### src/include/thermal_sensor_pkg.sv
`default_nettype none
package thermal_sensor_pkg;
  // register pointer values
  localparam logic [2:0] PTR_FEATURE  = 3'h0;
  localparam logic [2:0] PTR_SETUP    = 3'h1;
  localparam logic [2:0] PTR_UPPER    = 3'h2;
  localparam logic [2:0] PTR_LOWER    = 3'h3;
  localparam logic [2:0] PTR_CRITICAL = 3'h4;
  localparam logic [2:0] PTR_MEASURED = 3'h5;
  localparam logic [2:0] PTR_MAKER    = 3'h6;
  localparam logic [2:0] PTR_PART     = 3'h7;

  localparam logic [15:0] FEATURE_SUMMARY_VALUE = 16'h007F;
  // arbitrary identity values
  localparam logic [15:0] MAKER_CODE_VALUE      = 16'h5A5A;
  localparam logic [15:0] PART_REVISION_VALUE   = 16'h0101;

  // sensor_setup field positions
  localparam int SETUP_MODE      = 0;
  localparam int SETUP_POLARITY  = 1;
  localparam int SETUP_CRIT_ONLY = 2;
  localparam int SETUP_ENABLE    = 3;
  localparam int SETUP_STATUS    = 4;
  localparam int SETUP_CLEAR     = 5;
  localparam int SETUP_WIN_LOCK  = 6;
  localparam int SETUP_CRIT_LOCK = 7;
  localparam int SETUP_SHUTDOWN  = 8;
  localparam int SETUP_DEADBAND  = 9;
  localparam int SETUP_WIDTH     = 11;

  // limit registers implement bits 12..2
  localparam int LIMIT_LSB = 2;
  localparam int LIMIT_MSB = 12;
  localparam int READING_WIDTH = 13;

  // deadband in reading units of 1/16 degree
  localparam logic [6:0] DEADBAND_NONE = 7'h00;
  localparam logic [6:0] DEADBAND_1P5  = 7'h18;
  localparam logic [6:0] DEADBAND_3    = 7'h30;
  localparam logic [6:0] DEADBAND_6    = 7'h60;

  // serial slave type nibble, followed by the three address straps
  localparam logic [3:0] SENSOR_TYPE_CODE = 4'h3;

  localparam int SYS_CLK_KHZ        = 50_000;
  localparam int CONV_INTERVAL_MS   = 100;
  localparam int BUS_TIMEOUT_MIN_MS = 25;
  localparam int CONV_CYCLES_DEFAULT = CONV_INTERVAL_MS * SYS_CLK_KHZ;
  localparam int TIMEOUT_CYCLES_DEFAULT = BUS_TIMEOUT_MIN_MS * SYS_CLK_KHZ;

  typedef enum logic [2:0] {
    PH_IDLE, PH_RX, PH_RX_ACK, PH_TX, PH_TX_ACK
  } bus_phase_type;
endpackage
`default_nettype wire

### src/hw/thermal_sensor_registers.sv
`timescale 1ns/1ns
`default_nettype none
module thermal_sensor_registers #(
  parameter int CONV_CYCLES    = thermal_sensor_pkg::CONV_CYCLES_DEFAULT,
  parameter int TIMEOUT_CYCLES = thermal_sensor_pkg::TIMEOUT_CYCLES_DEFAULT
) (
  input  wire logic        sys_clk,
  input  wire logic        reset,
  input  wire logic        sclIn,
  input  wire logic        sdaIn,
  output logic             sdaOut,
  output logic             sdaOe,
  input  wire logic [2:0]  addrPins,
  output logic             convStart,
  input  wire logic        convValid,
  input  wire logic [12:0] convData,
  output logic             alertOut,
  output logic             alertOe
);
  localparam int CW = $clog2(CONV_CYCLES + 1);
  localparam int TW = $clog2(TIMEOUT_CYCLES + 1);
  localparam int RW = thermal_sensor_pkg::READING_WIDTH;
  localparam int LW = thermal_sensor_pkg::LIMIT_MSB
                    - thermal_sensor_pkg::LIMIT_LSB + 1;
  localparam logic [CW-1:0] CONV_LAST = CW'(CONV_CYCLES - 1);
  localparam logic [TW-1:0] TOUT_LAST = TW'(TIMEOUT_CYCLES - 1);

  if (CONV_CYCLES < 2 || TIMEOUT_CYCLES < 2) begin : g_check
    $error("cycle counts must be at least 2");
  end

  typedef struct packed {
    logic [1:0]                         sclPipe;
    logic [1:0]                         sdaPipe;
    logic [5:0]                         addrPipe;
    logic                               sclPrev;
    logic                               sdaPrev;
    thermal_sensor_pkg::bus_phase_type  phase;
    logic [3:0]                         bitCnt;
    logic [1:0]                         byteNo;
    logic [7:0]                         shift;
    logic [7:0]                         msbByte;
    logic [7:0]                         txLow;
    logic                               isRead;
    logic                               lowNext;
    logic                               sdaLow;
    logic [TW-1:0]                      toutCnt;
    logic [2:0]                         ptr;
    logic [10:0]                        setup;
    logic [LW-1:0]                      upper;
    logic [LW-1:0]                      lower;
    logic [LW-1:0]                      crit;
    logic [RW-1:0]                      result;
    logic                               critFlag;
    logic                               highFlag;
    logic                               lowFlag;
    logic                               condPrev;
    logic                               intLatch;
    logic                               alertSts;
    logic                               pinLow;
    logic [CW-1:0]                      convCnt;
    logic                               convPulse;
  } state_type;

  state_type cur;
  state_type next_cur;

  function automatic logic [6:0] deadband(input logic [1:0] sel);
    unique case (sel)
      2'b00: deadband = thermal_sensor_pkg::DEADBAND_NONE;
      2'b01: deadband = thermal_sensor_pkg::DEADBAND_1P5;
      2'b10: deadband = thermal_sensor_pkg::DEADBAND_3;
      2'b11: deadband = thermal_sensor_pkg::DEADBAND_6;
    endcase
  endfunction

  // limit widened to 14-bit signed reading units
  function automatic logic signed [13:0] widen(input logic [LW-1:0] lim);
    widen = {lim[LW-1], lim, 2'b00};
  endfunction

  function automatic logic [15:0] readReg(input state_type s);
    readReg = 16'h0000;
    unique case (s.ptr)
      thermal_sensor_pkg::PTR_FEATURE:
        readReg = thermal_sensor_pkg::FEATURE_SUMMARY_VALUE;
      thermal_sensor_pkg::PTR_SETUP: begin
        readReg[10:0] = s.setup;
        readReg[thermal_sensor_pkg::SETUP_STATUS] = s.alertSts;
        readReg[thermal_sensor_pkg::SETUP_CLEAR]  = 1'b0;
      end
      thermal_sensor_pkg::PTR_UPPER:
        readReg[12:2] = s.upper;
      thermal_sensor_pkg::PTR_LOWER:
        readReg[12:2] = s.lower;
      thermal_sensor_pkg::PTR_CRITICAL:
        readReg[12:2] = s.crit;
      thermal_sensor_pkg::PTR_MEASURED:
        readReg = {s.critFlag, s.highFlag, s.lowFlag, s.result};
      thermal_sensor_pkg::PTR_MAKER:
        readReg = thermal_sensor_pkg::MAKER_CODE_VALUE;
      thermal_sensor_pkg::PTR_PART:
        readReg = thermal_sensor_pkg::PART_REVISION_VALUE;
    endcase
  endfunction

  logic                 scl;
  logic                 sda;
  logic                 sclRise;
  logic                 sclFall;
  logic                 startSeen;
  logic                 stopSeen;
  logic                 winLock;
  logic                 critLock;
  logic                 anyLock;
  logic                 shutdown;
  logic                 intMode;
  logic signed [13:0]   temp;
  logic signed [13:0]   band;
  logic                 nCrit;
  logic                 nHigh;
  logic                 nLow;
  logic                 cond;
  logic [15:0]          wdata;
  logic [15:0]          word;

  always_comb begin
    scl       = cur.sclPipe[1];
    sda       = cur.sdaPipe[1];
    sclRise   = scl & ~cur.sclPrev;
    sclFall   = ~scl & cur.sclPrev;
    startSeen = scl & cur.sclPrev & cur.sdaPrev & ~sda;
    stopSeen  = scl & cur.sclPrev & ~cur.sdaPrev & sda;
    winLock   = cur.setup[thermal_sensor_pkg::SETUP_WIN_LOCK];
    critLock  = cur.setup[thermal_sensor_pkg::SETUP_CRIT_LOCK];
    anyLock   = winLock | critLock;
    shutdown  = cur.setup[thermal_sensor_pkg::SETUP_SHUTDOWN];
    intMode   = cur.setup[thermal_sensor_pkg::SETUP_MODE];
    temp      = {cur.result[RW-1], cur.result};
    band      = {7'h00, deadband(cur.setup[10:9])};
    // deadband only delays the release of a flag
    nCrit = (temp >= widen(cur.crit))
          | (cur.critFlag & (temp >= widen(cur.crit) - band));
    nHigh = (temp > widen(cur.upper))
          | (cur.highFlag & (temp > widen(cur.upper) - band));
    nLow  = (temp < widen(cur.lower))
          | (cur.lowFlag & (temp < widen(cur.lower) + band));
    cond  = cur.setup[thermal_sensor_pkg::SETUP_CRIT_ONLY]
          ? nCrit : (nCrit | nHigh | nLow);
    wdata = {cur.msbByte, cur.shift};
    word  = readReg(cur);
  end

  always_comb begin
    next_cur = cur;
    next_cur.sclPipe  = {cur.sclPipe[0], sclIn};
    next_cur.sdaPipe  = {cur.sdaPipe[0], sdaIn};
    next_cur.addrPipe = {cur.addrPipe[2:0], addrPins};
    next_cur.sclPrev  = scl;
    next_cur.sdaPrev  = sda;
    next_cur.convPulse = 1'b0;

    // conversion pacing; register reads never touch it
    if (shutdown) begin
      next_cur.convCnt = '0;
    end else begin
      next_cur.convPulse = (cur.convCnt == '0);
      next_cur.convCnt = (cur.convCnt == CONV_LAST)
                       ? '0 : cur.convCnt + 1'b1;
      if (convValid) begin
        next_cur.result = convData;
      end
    end

    next_cur.critFlag = nCrit;
    next_cur.highFlag = nHigh;
    next_cur.lowFlag  = nLow;

    // stalled-clock watchdog lets a hung master not hold sda
    if (cur.phase != thermal_sensor_pkg::PH_IDLE && !scl) begin
      next_cur.toutCnt = cur.toutCnt + 1'b1;
    end else begin
      next_cur.toutCnt = '0;
    end

    if (startSeen) begin
      next_cur.phase  = thermal_sensor_pkg::PH_RX;
      next_cur.bitCnt = '0;
      next_cur.byteNo = 2'd0;
      next_cur.sdaLow = 1'b0;
    end else if (stopSeen || cur.toutCnt == TOUT_LAST) begin
      next_cur.phase  = thermal_sensor_pkg::PH_IDLE;
      next_cur.sdaLow = 1'b0;
    end else begin
      unique case (cur.phase)
        thermal_sensor_pkg::PH_IDLE: ;
        thermal_sensor_pkg::PH_RX: begin
          if (sclRise) begin
            next_cur.shift  = {cur.shift[6:0], sda};
            next_cur.bitCnt = cur.bitCnt + 1'b1;
          end else if (sclFall && cur.bitCnt == 4'd8) begin
            next_cur.bitCnt = '0;
            next_cur.phase  = thermal_sensor_pkg::PH_RX_ACK;
            next_cur.sdaLow = 1'b1;
            unique case (cur.byteNo)
              2'd0: begin
                if (cur.shift[7:1] != {thermal_sensor_pkg::SENSOR_TYPE_CODE,
                                       cur.addrPipe[5:3]}) begin
                  next_cur.phase  = thermal_sensor_pkg::PH_IDLE;
                  next_cur.sdaLow = 1'b0;
                end
                next_cur.isRead  = cur.shift[0];
                next_cur.lowNext = 1'b0;
              end
              2'd1: next_cur.ptr = cur.shift[2:0];
              2'd2: next_cur.msbByte = cur.shift;
              2'd3: begin
                unique case (cur.ptr)
                  thermal_sensor_pkg::PTR_SETUP: begin
                    if (!anyLock) begin
                      next_cur.setup[10:9] = wdata[10:9];
                      next_cur.setup[3]    = wdata[3];
                      next_cur.setup[1:0]  = wdata[1:0];
                      next_cur.setup[8]    = wdata[8];
                    end else begin
                      next_cur.setup[8] = cur.setup[8] & wdata[8];
                    end
                    next_cur.setup[2] = winLock
                                      ? (cur.setup[2] & wdata[2])
                                      : wdata[2];
                    next_cur.setup[7:6] = cur.setup[7:6]
                                        | wdata[7:6];
                    if (wdata[thermal_sensor_pkg::SETUP_CLEAR]) begin
                      if (intMode && !nCrit) begin
                        next_cur.intLatch = 1'b0;
                      end
                      if (shutdown) begin
                        next_cur.alertSts = 1'b0;
                      end
                    end
                  end
                  thermal_sensor_pkg::PTR_UPPER:
                    if (!winLock) next_cur.upper = wdata[12:2];
                  thermal_sensor_pkg::PTR_LOWER:
                    if (!winLock) next_cur.lower = wdata[12:2];
                  thermal_sensor_pkg::PTR_CRITICAL:
                    if (!critLock) next_cur.crit = wdata[12:2];
                  default: ;
                endcase
              end
            endcase
          end
        end
        thermal_sensor_pkg::PH_RX_ACK: begin
          if (sclFall) begin
            next_cur.sdaLow = 1'b0;
            if (cur.isRead) begin
              // word caught at the high byte so both halves agree
              next_cur.phase   = thermal_sensor_pkg::PH_TX;
              next_cur.lowNext = ~cur.lowNext;
              next_cur.shift   = cur.lowNext ? cur.txLow : word[15:8];
              if (!cur.lowNext) next_cur.txLow = word[7:0];
              next_cur.sdaLow  = cur.lowNext ? ~cur.txLow[7] : ~word[15];
            end else begin
              next_cur.phase  = thermal_sensor_pkg::PH_RX;
              next_cur.byteNo = (cur.byteNo == 2'd3) ? 2'd2
                              : cur.byteNo + 2'd1;
            end
          end
        end
        thermal_sensor_pkg::PH_TX: begin
          if (sclRise) begin
            next_cur.bitCnt = cur.bitCnt + 1'b1;
          end else if (sclFall) begin
            if (cur.bitCnt == 4'd8) begin
              next_cur.bitCnt = '0;
              next_cur.sdaLow = 1'b0;
              next_cur.phase  = thermal_sensor_pkg::PH_TX_ACK;
            end else begin
              next_cur.shift  = {cur.shift[6:0], 1'b0};
              next_cur.sdaLow = ~cur.shift[6];
            end
          end
        end
        thermal_sensor_pkg::PH_TX_ACK: begin
          if (sclRise) begin
            next_cur.phase = sda ? thermal_sensor_pkg::PH_IDLE
                                 : thermal_sensor_pkg::PH_RX_ACK;
          end
        end
      endcase
    end

    // alert path; frozen while shut down, where only a clear write changes it (drops alertSts)
    if (!shutdown) begin
      next_cur.condPrev = cond;
      if (!intMode) begin
        next_cur.intLatch = 1'b0;
      end else if (cond && !cur.condPrev) begin
        next_cur.intLatch = 1'b1;
      end
      next_cur.alertSts = cur.setup[thermal_sensor_pkg::SETUP_ENABLE]
                        & (intMode ? (cur.intLatch | nCrit)
                                   : cond);
    end
    // polarity low pulls the pin when asserted; high pulls it when idle
    next_cur.pinLow = cur.setup[thermal_sensor_pkg::SETUP_POLARITY]
                    ? ~next_cur.alertSts : next_cur.alertSts;
  end

  always_ff @(posedge sys_clk or posedge reset) begin
    if (reset) begin
      cur <= '0;
    end else begin
      cur <= next_cur;
    end
  end

  assign sdaOut    = 1'b0;
  assign sdaOe     = cur.sdaLow;
  assign alertOut  = 1'b0;
  assign alertOe   = cur.pinLow;
  assign convStart = cur.convPulse;
endmodule
`default_nettype wire

### config.mk
export PLATFORM = sky130hd
export DESIGN_NAME = thermal_sensor_registers
export DESIGN_NICKNAME = d
export VERILOG_FILES = /design/src/include/thermal_sensor_pkg.sv /design/src/hw/thermal_sensor_registers.sv
export SDC_FILE = /design/constraint.sdc
export NUM_CORES = 1
export LEC_CHECK = 0
export BUFFER_PORTS_ARGS = -buffer_cell sky130_fd_sc_hd__buf_4
export CORE_ASPECT_RATIO = 0.75
export CORE_MARGIN = 2
export CORE_UTILIZATION = 59
export CTS_BUF_LIST = sky130_fd_sc_hd__clkbuf_2
export DETAILED_ROUTE_END_ITERATION = 8
export GPL_TIMING_DRIVEN = 0
export PLACE_DENSITY_LB_ADDON = 0.15
export SYNTH_ARGS = -nofsm -noshare
export SYNTH_HDL_FRONTEND = slang
export SYNTH_SLANG_ARGS = --single-unit
### constraint.sdc
create_clock -name sys_clk -period 4.21 [get_ports sys_clk]
set_clock_uncertainty 0.2 [all_clocks]
set_input_delay 0.2105 -clock sys_clk [delete_from_list [all_inputs] [get_ports sys_clk]]
set_output_delay 0.2105 -clock sys_clk [all_outputs]
set_load 0.05 [all_outputs]
==> results by group <==
Global route
  • Largest net degree at the start of global routing: 39
  • Number of global-route vias before repair: between 7000 and 8000
  • First-pass GRT wire length: roughly 42000 microns
  • Total grt overflow: 0
  • Antenna violations before repair: 0
  • GRT Overall Usage: a little over 30%

Yosys
  • Syn. warnings: 0
  • Seq/Total Area, Yosys: between 30% and 40%
  • Ys flop type: dfrtp_1
  • Leading area contributor after synthesis: dfrtp_1
  • Library cells used by synthesis: 74
  • Mapped Area: 9740 sq um
  • Syn Area/Cell: roughly 9.4 sq um
  • Share of the synthesized area in the top cell type: about two fifths
  • EDFF count, synth: 0
  • Synth async-reset ratio: 100%
  • Seq cells post-synth: 155
  • Mapped Cells: about 1000
  • Largest cells by area after synthesis: dfrtp_1, ha_1, mux2_2, o21ai_0, nand2_1

Detailed routing
  • Vias per cell: roughly 6
  • DRT Pass-1 Iters: 5
  • ANT nets after route: 0
  • DRC: 0
  • DR WL/cell: between 15 and 20 microns
  • Final WL: around 26000 microns
  • DR vias: 8300
  • DR iter-0 viols: 661

Place
  • Worst Setup Slack post-DPL: -0.417 ns
  • Placer's final routability congestion estimate: around 1
  • Final HPWL DP: approximately 19000 microns
  • Port bufs: 23
  • Area after DPL: approximately 10000 sq um
  • # placed instances: 1278

Final layout
  • Fraction of layout cells with a size suffix above 1: roughly 15%
  • Nets: ~1300
  • P&R area growth vs syn: 15.4%
  • Fill count: 1296
  • Fin cells: roughly 1400
  • Ant diodes: 0
  • Cell area after layout: between 10000 and 15000 sq um

Power and ir drop
  • Pwr/cell area: ~260 nW/um^2
  • VDD IR max: between 0.2 and 0.25 mV
  • Lkg Pwr: roughly 4.9 nW

Timing
  • Final Hold Viols: 0
  • Least-Margin Pin Slew: ~0.71 ns
  • Max-slew headroom: a little over half
  • Final worst slack: approximately 0.023 ns
  • Min Tclk post-route: 4.19 ns
  • Setup tns final: 0 ns
  • Slew Limit Fails: 0
  • WHS: between 0.15 and 0.2 ns
  • Fmax: 0.239 GHz
  • Fin crit share: ~99%
  • Setup-failing EPs final: 0

Floorplanning
  • I/O pins: 26
  • DIE AREA: roughly 18000 sq um
  • Die height: about 120 microns
  • Core area: 16100 sq um
  • Initial core utilization: 60.6%
  • Die width: approximately 150 microns
  • Std-Cell Rows: 40

Clock tree
  • CTS tree: done
  • TritonCTS Buffers: 17
  • CTS max path bufs: 2
  • Latest clock arrival within the worst-skew pair: approximately 0.76 ns
  • Clock root buffer: clkbuf_2
  • H-tree depth: 4
  • Worst-path clk slew: between 0.2 and 0.25 ns
  • CTS sink count: between 150 and 200

Setup path
  • CP Class: register to register
  • Worst EP required: between 4 and 5 ns
  • Critical Path Start Type: register
  • Kind of end point of the critical path: register
  • Worst EP arrival: between 4 and 5 ns
  • Crit path max fanout: 5
  • CP Launch Point: cur[87]$_DFFE_PP0P_
  • Reg2reg start: cur[87]$_DFFE_PP0P_

Job
  • Max Cap Violations: 0

Min path
  • Hold path start: cur[150]$_DFF_PP0_
  • Worst min-delay path class: register to register

Outcome
  • Status: completed
-- through the flow --
step	util, %	power, mW
6_report	70.0	2.96
5_1_grt	70.0	3.10
4_1_cts	68.3	2.93
3_5_place_dp	63.9	2.13
3_3_place_gp	63.4	2.10
2_1_floorplan	-	1.95
-- where the power goes --
part / total (mW) / internal [mW] / switching (mW)
Sequential: 1.68 / 1.55 / 0.125
Clock: 0.780 / 0.212 / 0.568
Combinational: 0.501 / 0.226 / 0.275
Total: 2.96 / 1.99 / 0.969
-- critical path, stage by stage (launching register included) --
cell      delay (ns)
dfrtp_2         0.47
buf_4           0.15
ha_4            0.29
buf_4           0.15
fa_2            0.36
a21oi_2         0.18
nor2b_2         0.07
nor3_2          0.16
buf_4           0.14
buf_4           0.10
a31oi_1         0.09
ha_1            0.32
nand4_1         0.14
nor3_2          0.22
a21boi_1        0.37
o21bai_2        0.15
nand4_1         0.14
buf_6           0.14
buf_4           0.12
nand4_1         0.08
nand3_1         0.09
-- placed cells by master (no fill, tap or decap), drive strengths merged, types with 7 or more instances in the layout --
cell,count
clkinv,9
nor3,22
buf,53
inv,72
and3,10
nor2b,19
o211ai,8
nor2,83
nand3,38
dfrtp,155
nand2,101
nand2b,7
a211oi,7
mux2i,8
clkbuf,49
o31ai,7
xor2,26
mux2,39
ha,88
dlygate4sd3,39
a21o,17
o21ai,77
nand4,18
xnor2,38
a21oi,50
nor4,11
-- per-layer routing --
layer  GRT usage, %  vias to the layer above  wire length (microns)
met2           44.5                      320                  10900
met1           45.3                     4041                  12500
met5              0                        -                      0
met3           8.22                       46                   2350
met4           7.73                        0                    586
li1               -                     3893                      -
-- cell families after synthesis --
kind of cell / share of synthesized area [%]
AOI/OAI and AO/OA: 15.0
xor gates and xnor gates: 5.75
adders and majority gates: 11.9
buffers and inverters: 4.37
DFF: 39.8
muxes: 5.33
other: 0.0385
and+or+nand+nor: 17.8
-- path summary, 6_finish.rpt --
| kind | to | slack [ns] | cells after the start |
|---|---|---|---|
| max in group asynchronous | cur[56]$_DFFE_PP0P_ | 2.33 | 7 |
| hold reg to reg | cur[153]$_DFF_PP0_ | 0.18 | 0 |
| setup reg to reg | cur[26]$_DFF_PP0_ | 0.02 | 20 |
| min in group asynchronous | cur[18]$_DFF_PP0_ | 0.40 | 4 |
| hold / removal | cur[153]$_DFF_PP0_ | 0.18 | 0 |
| setup / recovery | cur[26]$_DFF_PP0_ | 0.02 | 20 |
-- Yosys cell counts (all sizes together) (19+ instances only) --
cell type	n
xor2	26
xnor2	38
nand2	101
dfrtp	155
ha	88
nor3	22
inv	71
nand3	38
nor2	83
a21oi	50
mux2	39
o21ai	77
nor2b	19
clkbuf	32
-- registers in the layout, indices dropped and copies added (netlist names) --
register,count
convStart,1
cur,151
sdaOe,1
critLock,1
alertOe,1
-- layout make-up --
| class | instances | area [sq um] | area share, % |
|---|---|---|---|
| clock buffers | 17 | 85.1 | 0.757 |
| flip-flops and latches | 155 | 3880 | 34.5 |
| plain buffers | 39 | 159 | 1.41 |
| well taps | 210 | 263 | 2.34 |
| repair buffers | 85 | 793 | 7.06 |
| multi-input cells | 776 | 5670 | 50.4 |
| inverters | 71 | 270 | 2.40 |
| clock inverters | 14 | 124 | 1.10 |
-- what timing repair did --
item | 4_1_cts | 5_1_grt
gates resized for setup | 12 | 37
gates cloned | 0 | 0
hold buffers | 39 | 0
pin swaps | 3 | 37
setup endpoints to repair | 4 | 4
buffers inserted | 7 | 12
endpoints found under the hold margin | 99 | 0
(Power assumes the default switching activity.)
